File: src/logic/ssp_pkg.sv
/*
 * Constants shared by the serial port status logic: register addresses,
 * status bit positions, byte framing and engine states.
 * Assumes an 8-bit special function register bus on the core clock.
 */
package ssp_pkg;
	localparam logic [7:0] SSP_ADDR_STATUS = 8'hea;
	localparam logic [7:0] SSP_ADDR_TXBUF = 8'h9a;
	localparam logic [7:0] SSP_ADDR_RXBUF = 8'h9b;
	localparam int SSP_BIT_BUSY = 7;
	localparam int SSP_BIT_MULTI_MASTER_ERROR = 6;
	localparam int SSP_BIT_RXOF = 5;
	localparam int SSP_BIT_RXBF = 3;
	localparam int SSP_BIT_TXUF = 2;
	localparam int SSP_BIT_TXIRQ = 1;
	localparam int SSP_BIT_TXBF = 0;
	localparam logic [7:0] SSP_STATUS_RESET = 8'h00;
	localparam int SSP_BYTE_BITS = 8;
	localparam logic [2:0] SSP_LAST_BIT = 3'h7;
	localparam logic [2:0] SSP_FIRST_BIT = 3'h0;
	localparam int SSP_FIFO_DEPTH = 32;
	// Core clock cycles per half period of the generated serial clock.
	localparam int SSP_HALF_PERIOD = 4;
	localparam int SSP_SYNC_W = 4;
	// Idle pin levels in synchroniser order: clock low, select, miso and mosi high.
	localparam logic [SSP_SYNC_W-1:0] SSP_SYNC_IDLE = 4'h7;

	typedef enum logic [2:0]
	{
		SSP_IDLE = 3'b001,
		SSP_MASTER = 3'b010,
		SSP_SLAVE = 3'b100
	} ssp_state_t;
endpackage : ssp_pkg

File: src/logic/ssp_status_pins.sv
/*
 * Serial port byte engine with its status flags, pin directions and a
 * transmit FIFO between the core write port and the shift register.
 * Assumes the core reaches the registers over a one-cycle read and write
 * strobe bus, and that the serial pins are asynchronous to clk_sys.
 */
`timescale 1ns/10ps

////////////////////////////////////////////////////////////////////////////////

module ssp_fifo #(
	parameter int WIDTH = 8,
	parameter int DEPTH = 32
)
(
	input wire logic clk_sys,
	input wire logic rst_n,
	input wire logic in_valid,
	output logic in_ready,
	input wire logic [WIDTH-1:0] in_data,
	output logic out_valid,
	input wire logic out_ready,
	output logic [WIDTH-1:0] out_data
);
	localparam int AW = $clog2(DEPTH);
	logic [WIDTH-1:0] mem [DEPTH];
	logic [AW:0] wr_q;
	logic [AW:0] rd_q;
	logic push;
	logic pop;

	assign in_ready = (wr_q - rd_q) != (AW+1)'(DEPTH);
	assign out_valid = wr_q != rd_q;
	assign out_data = mem[rd_q[AW-1:0]];
	assign push = in_valid && in_ready;
	assign pop = out_valid && out_ready;

	always_ff @(posedge clk_sys or negedge rst_n)
	begin
		if (!rst_n)
		begin
			wr_q <= '0;
			rd_q <= '0;
		end
		else
		begin
			if (push)
				wr_q <= wr_q + 1'b1;
			if (pop)
				rd_q <= rd_q + 1'b1;
		end
	end

	always_ff @(posedge clk_sys)
	begin
		if (push)
			mem[wr_q[AW-1:0]] <= in_data;
	end
endmodule : ssp_fifo

////////////////////////////////////////////////////////////////////////////////

// Notes on behaviour
// - Bit 7 shows transfer in progress.
// - Select asserted during master transfer flags error.
// - Error flag cleared only by writing zero.
// - Unread buffer at byte end flags overflow.
// - Overflow with overwrite enable replaces buffer.
// - Bit 3 shows receive buffer holds byte.
// - Empty transmit buffer at load sets underflow.
// - Transmit flag set empty, low when full.
// - Enabled interrupt follows transmit flag.
// - No new byte ends transfer, releases select.
// - Writing zero clears transmit flag.
// - Bit 0 shows full; zero write clears.
// - Data-in pin input master, output slave.
// - Data-out pin output master, input slave.
// - Eight-bit bytes, most significant bit first.
// - Master may send least significant first.
module ssp_status_pins
	import ssp_pkg::*;
#(
	parameter int HALF_PERIOD = SSP_HALF_PERIOD,
	parameter int FIFO_DEPTH = SSP_FIFO_DEPTH
)
(
	input wire logic clk_sys,
	input wire logic rst_n,
	input wire logic [7:0] sfr_addr,
	input wire logic sfr_wr,
	input wire logic sfr_rd,
	input wire logic [7:0] sfr_wdata,
	output logic [7:0] sfr_rdata,
	input wire logic master_mode,
	input wire logic ss_input_enable,
	input wire logic lsb_first_select,
	input wire logic overflow_overwrite_enable,
	input wire logic irq_enable,
	output logic irq,
	output logic tx_write_ready,
	input wire logic sclk_in,
	output logic sclk_out,
	output logic sclk_oe,
	input wire logic ss_n_in,
	output logic ss_n_out,
	output logic ss_n_oe,
	input wire logic miso_in,
	output logic miso_out,
	output logic miso_oe,
	input wire logic mosi_in,
	output logic mosi_out,
	output logic mosi_oe
);
	localparam int CW = $clog2(HALF_PERIOD + 1);
	localparam logic [CW-1:0] HALF_LAST = CW'(HALF_PERIOD - 1);

	ssp_state_t state_q;
	logic [SSP_SYNC_W-1:0] s1_q;
	logic [SSP_SYNC_W-1:0] s2_q;
	logic sclk_prev_q;
	logic [CW-1:0] div_q;
	logic sclk_q;
	logic [2:0] bit_q;
	logic [7:0] tx_sh_q;
	logic [7:0] rx_sh_q;
	logic [7:0] rx_buf_q;
	logic [7:0] rdata_q;
	logic multi_master_error_q;
	logic rxof_q;
	logic rxbf_q;
	logic txuf_q;
	logic txirq_q;
	logic txbf_q;
	logic irq_q;
	logic empty_prev_q;
	logic lsb_eff;
	logic ss_act;
	logic din;
	logic rise;
	logic fall;
	logic boundary;
	logic start_m;
	logic start_s;
	logic pop;
	logic rx_done;
	logic [7:0] rx_next;
	logic wr_st;
	logic wr_tx;
	logic rd_rx;
	logic f_valid;
	logic f_ready;
	logic [7:0] f_data;

	function automatic logic hit(input logic [7:0] a, input logic [7:0] r);
		hit = a == r;
	endfunction : hit

	assign wr_st = sfr_wr && hit(sfr_addr, SSP_ADDR_STATUS);
	assign wr_tx = sfr_wr && hit(sfr_addr, SSP_ADDR_TXBUF);
	assign rd_rx = sfr_rd && hit(sfr_addr, SSP_ADDR_RXBUF);

	////////////////////////////////////////////////////////////////////////////////

	// Bits are sclk, select, miso, mosi.
	always_ff @(posedge clk_sys or negedge rst_n)
	begin
		if (!rst_n)
		begin
			s1_q <= SSP_SYNC_IDLE;
			s2_q <= SSP_SYNC_IDLE;
			sclk_prev_q <= 1'b0;
		end
		else
		begin
			s1_q <= {sclk_in, ss_n_in, miso_in, mosi_in};
			s2_q <= s1_q;
			sclk_prev_q <= s2_q[3];
		end
	end

	assign ss_act = !s2_q[2];
	assign lsb_eff = master_mode && lsb_first_select;
	assign din = master_mode ? s2_q[1] : s2_q[0];
	assign start_m = state_q == SSP_IDLE && master_mode && f_valid;
	assign start_s = state_q == SSP_IDLE && !master_mode && ss_act;

	always_comb
	begin
		rise = 1'b0;
		fall = 1'b0;
		if (state_q == SSP_MASTER)
		begin
			rise = div_q == HALF_LAST && !sclk_q;
			fall = div_q == HALF_LAST && sclk_q;
		end
		else if (state_q == SSP_SLAVE)
		begin
			rise = s2_q[3] && !sclk_prev_q;
			fall = !s2_q[3] && sclk_prev_q;
		end
	end

	assign boundary = fall && bit_q == SSP_FIRST_BIT;
	assign pop = (start_m || start_s || boundary) && f_valid;
	assign rx_done = rise && bit_q == SSP_LAST_BIT;
	assign rx_next = lsb_eff ? {din, rx_sh_q[7:1]} : {rx_sh_q[6:0], din};

	////////////////////////////////////////////////////////////////////////////////

	always_ff @(posedge clk_sys or negedge rst_n)
	begin
		if (!rst_n)
			state_q <= SSP_IDLE;
		else
		begin
			case (state_q)
				SSP_IDLE:
				begin
					if (start_m)
						state_q <= SSP_MASTER;
					else if (start_s)
						state_q <= SSP_SLAVE;
				end
				SSP_MASTER:
				begin
					if (!master_mode || (boundary && !f_valid))
						state_q <= SSP_IDLE;
				end
				SSP_SLAVE:
				begin
					if (master_mode || !ss_act)
						state_q <= SSP_IDLE;
				end
				default:
					state_q <= SSP_IDLE;
			endcase
		end
	end

	// Serial clock generator, idle low, data sampled on the rising edge.
	always_ff @(posedge clk_sys or negedge rst_n)
	begin
		if (!rst_n)
		begin
			div_q <= '0;
			sclk_q <= 1'b0;
		end
		else if (state_q != SSP_MASTER)
		begin
			div_q <= '0;
			sclk_q <= 1'b0;
		end
		else if (div_q == HALF_LAST)
		begin
			div_q <= '0;
			sclk_q <= !sclk_q;
		end
		else
			div_q <= div_q + 1'b1;
	end

	always_ff @(posedge clk_sys or negedge rst_n)
	begin
		if (!rst_n)
		begin
			bit_q <= SSP_FIRST_BIT;
			tx_sh_q <= '0;
			rx_sh_q <= '0;
		end
		else
		begin
			if (start_m || start_s)
				bit_q <= SSP_FIRST_BIT;
			else if (rise)
				bit_q <= bit_q + 1'b1;
			if (rise)
				rx_sh_q <= rx_next;
			if (start_m || start_s || boundary)
				tx_sh_q <= f_valid ? f_data : '0;
			else if (fall)
				tx_sh_q <= lsb_eff ? {1'b0, tx_sh_q[7:1]} : {tx_sh_q[6:0], 1'b0};
		end
	end

	////////////////////////////////////////////////////////////////////////////////

	always_ff @(posedge clk_sys or negedge rst_n)
	begin
		if (!rst_n)
		begin
			rx_buf_q <= '0;
			rxbf_q <= 1'b0;
			rxof_q <= 1'b0;
		end
		else
		begin
			if (rx_done && (!rxbf_q || overflow_overwrite_enable))
				rx_buf_q <= rx_next;
			if (rx_done)
				rxbf_q <= 1'b1;
			else if (rd_rx)
				rxbf_q <= 1'b0;
			if (rx_done && rxbf_q && !rd_rx)
				rxof_q <= 1'b1;
			else if (rd_rx)
				rxof_q <= 1'b0;
		end
	end

	always_ff @(posedge clk_sys or negedge rst_n)
	begin
		if (!rst_n)
			multi_master_error_q <= 1'b0;
		else if (state_q == SSP_MASTER && ss_input_enable && ss_act)
			multi_master_error_q <= 1'b1;
		else if (wr_st && !sfr_wdata[SSP_BIT_MULTI_MASTER_ERROR])
			multi_master_error_q <= 1'b0;
	end

	always_ff @(posedge clk_sys or negedge rst_n)
	begin
		if (!rst_n)
		begin
			txuf_q <= 1'b0;
			txbf_q <= 1'b0;
			txirq_q <= 1'b0;
			empty_prev_q <= 1'b1;
			irq_q <= 1'b0;
		end
		else
		begin
			empty_prev_q <= !f_valid;
			if ((boundary || start_s) && !f_valid)
				txuf_q <= 1'b1;
			else if (wr_st && !sfr_wdata[SSP_BIT_TXUF])
				txuf_q <= 1'b0;
			if (!f_ready)
				txbf_q <= 1'b1;
			else if (wr_st && !sfr_wdata[SSP_BIT_TXBF])
				txbf_q <= 1'b0;
			if (!f_ready)
				txirq_q <= 1'b0;
			else if (!f_valid && !empty_prev_q)
				txirq_q <= 1'b1;
			else if (wr_tx || (wr_st && !sfr_wdata[SSP_BIT_TXIRQ]))
				txirq_q <= 1'b0;
			irq_q <= irq_enable && txirq_q;
		end
	end

	////////////////////////////////////////////////////////////////////////////////

	always_ff @(posedge clk_sys or negedge rst_n)
	begin
		if (!rst_n)
			rdata_q <= '0;
		else if (sfr_rd)
		begin
			if (hit(sfr_addr, SSP_ADDR_STATUS))
			begin
				rdata_q <= SSP_STATUS_RESET;
				rdata_q[SSP_BIT_BUSY] <= state_q != SSP_IDLE;
				rdata_q[SSP_BIT_MULTI_MASTER_ERROR] <= multi_master_error_q;
				rdata_q[SSP_BIT_RXOF] <= rxof_q;
				rdata_q[SSP_BIT_RXBF] <= rxbf_q;
				rdata_q[SSP_BIT_TXUF] <= txuf_q;
				rdata_q[SSP_BIT_TXIRQ] <= txirq_q;
				rdata_q[SSP_BIT_TXBF] <= txbf_q;
			end
			else if (hit(sfr_addr, SSP_ADDR_RXBUF))
				rdata_q <= rx_buf_q;
			else
				rdata_q <= '0;
		end
	end

	ssp_fifo #(
		.WIDTH(SSP_BYTE_BITS),
		.DEPTH(FIFO_DEPTH)
	) u_txfifo (
		.clk_sys(clk_sys),
		.rst_n(rst_n),
		.in_valid(wr_tx),
		.in_ready(f_ready),
		.in_data(sfr_wdata),
		.out_valid(f_valid),
		.out_ready(pop),
		.out_data(f_data)
	);

	assign sfr_rdata = rdata_q;
	assign irq = irq_q;
	assign tx_write_ready = f_ready;
	assign sclk_out = sclk_q;
	assign sclk_oe = master_mode;
	assign ss_n_out = state_q != SSP_MASTER;
	assign ss_n_oe = master_mode && !ss_input_enable;
	assign mosi_out = lsb_eff ? tx_sh_q[0] : tx_sh_q[7];
	assign mosi_oe = master_mode;
	assign miso_out = tx_sh_q[7];
	assign miso_oe = !master_mode && state_q == SSP_SLAVE;
endmodule : ssp_status_pins

File: config.mk
export PLATFORM = sky130hd
export DESIGN_NAME = ssp_status_pins
export DESIGN_NICKNAME = d
export VERILOG_FILES = /design/src/logic/ssp_pkg.sv /design/src/logic/ssp_status_pins.sv
export SDC_FILE = /design/constraint.sdc
export NUM_CORES = 1
export LEC_CHECK = 0
export ABC_CLOCK_PERIOD_IN_PS = 4000
export BUFFER_PORTS_ARGS = -buffer_cell sky130_fd_sc_hd__buf_2
export CAP_MARGIN = 20
export CORE_MARGIN = 3
export CORE_UTILIZATION = 62
export DETAILED_ROUTE_END_ITERATION = 12
export PLACE_DENSITY = 0.91
export SLEW_MARGIN = 20
export SYNTH_ARGS = -nofsm -noshare
export SYNTH_HDL_FRONTEND = slang
export SYNTH_SLANG_ARGS = --single-unit
File: constraint.sdc
create_clock -name clk_sys -period 4 [get_ports clk_sys]
set_clock_uncertainty 0.05 [all_clocks]
set_input_delay 0.6 -clock clk_sys [delete_from_list [all_inputs] [get_ports clk_sys]]
set_output_delay 0.6 -clock clk_sys [all_outputs]
set_load 0.02 [all_outputs]
==> metrics.cfg <==
[floorplan]
die_w_um = 153.4
io_pins = 47
dieHeight_um = 153.4
core-area_mm2 = 0.02115
rows = 53
initial_core_util = 0.6368
dieArea_mm2 = 0.02353

[finish]
drive_gt1_frac = 0.2046
syn_to_final_growth_pct = 11.62
layout.nets = 887
antenna_cells = 0
fill_cells = 1229
utilization = 0.7108
fin_area_mm2 = 0.01504

[logic_synthesis]
post_synth_instance_area_mm2 = 0.01347
synth_nets = 838
synth_seq_cells = 327
synth_edf_count = 256
synth_commonest_cells = 256 x edfxtp_1, 63 x dfrtp_1, 50 x mux4_2
ys_top_cells_by_area = edfxtp_1 57%, dfrtp_1 12%, mux4_2 8.4%
yosysSeqAreaShare = 0.7033
synth.most_common_cell = edfxtp_1
synth_area_leader_cell = edfxtp_1
yosysTopAreaCellShare = 0.5706
yosys_warnings = 0
ys_types = 64
synth-async-reset-ratio = 0.2171
syn_area_per_cell_um2 = 16.95
syn_inst = 795
synthFlopType = edfxtp_1

[worst_setup_path]
cp_max_fo = 11
cp.required_ns = 3.35
end_kind = primary output
cp-start-kind = flip-flop
cp.arrival_ns = 2.84
crit_type = flip-flop to primary output

[detailed_routing]
wl_per_cell_um = 25.76
drc = 0
drtAntennaViolNets = 0
viasPerCell = 6.673
vias = 7641
drt_iter0_drc = 971
wl_mm = 29.50
drt_first_pass_iters = 7

[timing]
max-slew-margin-rel = 0.2220
timing.final.hold_violations = 0
finalCriticalPeriod_ns = 3.488
tightest_slew_ns = 1.156
finalSetupTns_ns = 0
postLayoutSetupSlackWorst_ns = 0.5120
grt_setup_unrepaired = false
slew_violations = 0
fmax_mhz = 286.7
timing.hold.ws_ns = 0.1356
finalSetupViolCount = 0
fin_crit_sh = 0.8720

[placement]
dpl.hpwl_mm = 17.91
pre_cts_ws_ns = 0.8104
port_buffers = 46
placed_area_mm2 = 0.01391
gp_congestion = 0.8692

[outcome]
status = completed

[global_route]
grt_pass1_vias = 7675
grt_max_degree = 84
grt_use_total = 0.2561
grt_antenna_before_repair = 0
overflow = 0
grt_pass1_wl_mm = 46.15

[clocking]
clk_pin_slew_ns = 0.06
hold_buffers = 0
post_cts_buffers = 0
clock_latency_ns = 0.52
cts_tree = done
cts_max_path_buffers = 3
root_buffer = clkbuf_16
cts_sinks = 327
cts_inserted_buffers = 34
cts_max_level = 2
cts.repair.resized = 0

[power_and_ir_drop]
ir_drop_uv = 397.4
power_density_mw_per_mm2 = 624.6
p_leak_nw = 5.458

[job]
maxCapViolations = 0

[worst_hold_path]
min_path_type = input port to flip-flop

-- kinds of logic after synthesis --
group / synth area share
and+or+nand+nor: 0.05991
buffers and inverters: 0.02368
muxes: 0.1206
xor gates and xnor gates: 0.01040
AOI/OAI and AO/OA: 0.06919
adders and majority gates: 0.01300
DFF: 0.7033
-- stage by stage --
stage / power, mW / std cells
6_report: 9.392 / 1145
5_1_grt: 9.737 / 1145
4_1_cts: 9.386 / 1144
3_5_place_dp: 6.259 / 1082
3_3_place_gp: 6.183 / 1082
2_1_floorplan: 5.674 / 795
-- path summary, 6_finish.rpt --
kind / startpoint / endpoint / slack, ns / depth (start not counted)
setup / recovery: u_txfifo.rd_q[4]$_DFFE_PN0P_ / tx_write_ready / 0.51 / 7
setup reg to reg: u_txfifo.rd_q[4]$_DFFE_PN0P_ / u_txfifo.mem[0][1]$_DFFE_PP_ / 0.70 / 8
hold reg to reg: s1_q[2]$_DFF_PN1_ / s2_q[2]$_DFF_PN1_ / 0.31 / 0
max in group asynchronous: rst_n / state_q[0]$_DFFE_PN1P_ / 2.89 / 2
hold / removal: ss_n_in / s1_q[2]$_DFF_PN1_ / 0.14 / 1
min in group asynchronous: rst_n / rx_sh_q[1]$_DFFE_PN0P_ / 0.17 / 1
-- worst max-delay path, stage by stage (launching register included) --
cell     delay, ns
dfrtp_1       0.49
inv_1         0.25
ha_1          0.41
xor2_1        0.16
nor4_1        0.27
o32a_1        0.33
nand3_1       0.19
buf_2         0.23
-- cell usage in the layout, fill, tap and decap left out, drive strengths merged, types with 7 or more instances in the layout --
master,Yosys,final
a211oi,15,15
a21oi,17,17
a22o,13,13
a22oi,9,9
and2,12,12
and3,26,26
buf,19,57
clkbuf,25,45
clkinv,0,12
dfrtp,63,63
dfstp,8,8
edfxtp,256,256
ha,14,14
inv,25,26
mux2i,46,46
mux4,50,50
nand2,23,23
nand2b,10,10
nand3,7,7
nor2,27,27
nor3,8,8
o21ai,25,25
o221ai,15,15
xnor2,9,9
xor2,7,7
-- per-layer routing --
metal  share of wire  vias to the layer above  global-route usage
met5               0                        -                   0
met4           0.029                        0             0.08537
met3           0.096                       78             0.04672
met2            0.50                      472              0.4106
met1            0.38                     3852              0.3640
li1                -                     3239                   -
-- sequential cells by signal, indices dropped and copies added (netlist names) --
signal	count
div_q	3
sclk_out	1
bit_q	3
empty_prev_q	1
irq	1
rx_buf_q	8
txbf_q	1
tx_sh_q	8
rxof_q	1
rx_sh_q	8
u_txfifo.mem	256
multi_master_error_q	1
s2_q	4
sfr_rdata	8
sclk_prev_q	1
state_q	3
txirq_q	1
txuf_q	1
rxbf_q	1
u_txfifo.wr_q	6
s1_q	4
u_txfifo.rd_q	6
-- where the power goes --
group | switching (mW) | internal (mW) | total (mW)
combinational | 1.34 | 0.995 | 2.34
clock | 1.25 | 1.88 | 3.13
sequential | 0.119 | 3.80 | 3.92
total | 2.71 | 6.68 | 9.39
-- cell type report --
class / instances / area (um2) / share of cell area
Clock buffer: 45 / 955.9 / 0.06357
Clock inverter: 17 / 160.2 / 0.01065
Inverter: 25 / 93.84 / 0.006241
Multi-Input combinational cell: 399 / 3679 / 0.2446
Sequential cell: 327 / 9479 / 0.6304
Tap cell: 275 / 344.1 / 0.02288
Timing Repair Buffer: 57 / 325.3 / 0.02163
Note: power is estimated with default switching activity, not from simulation.
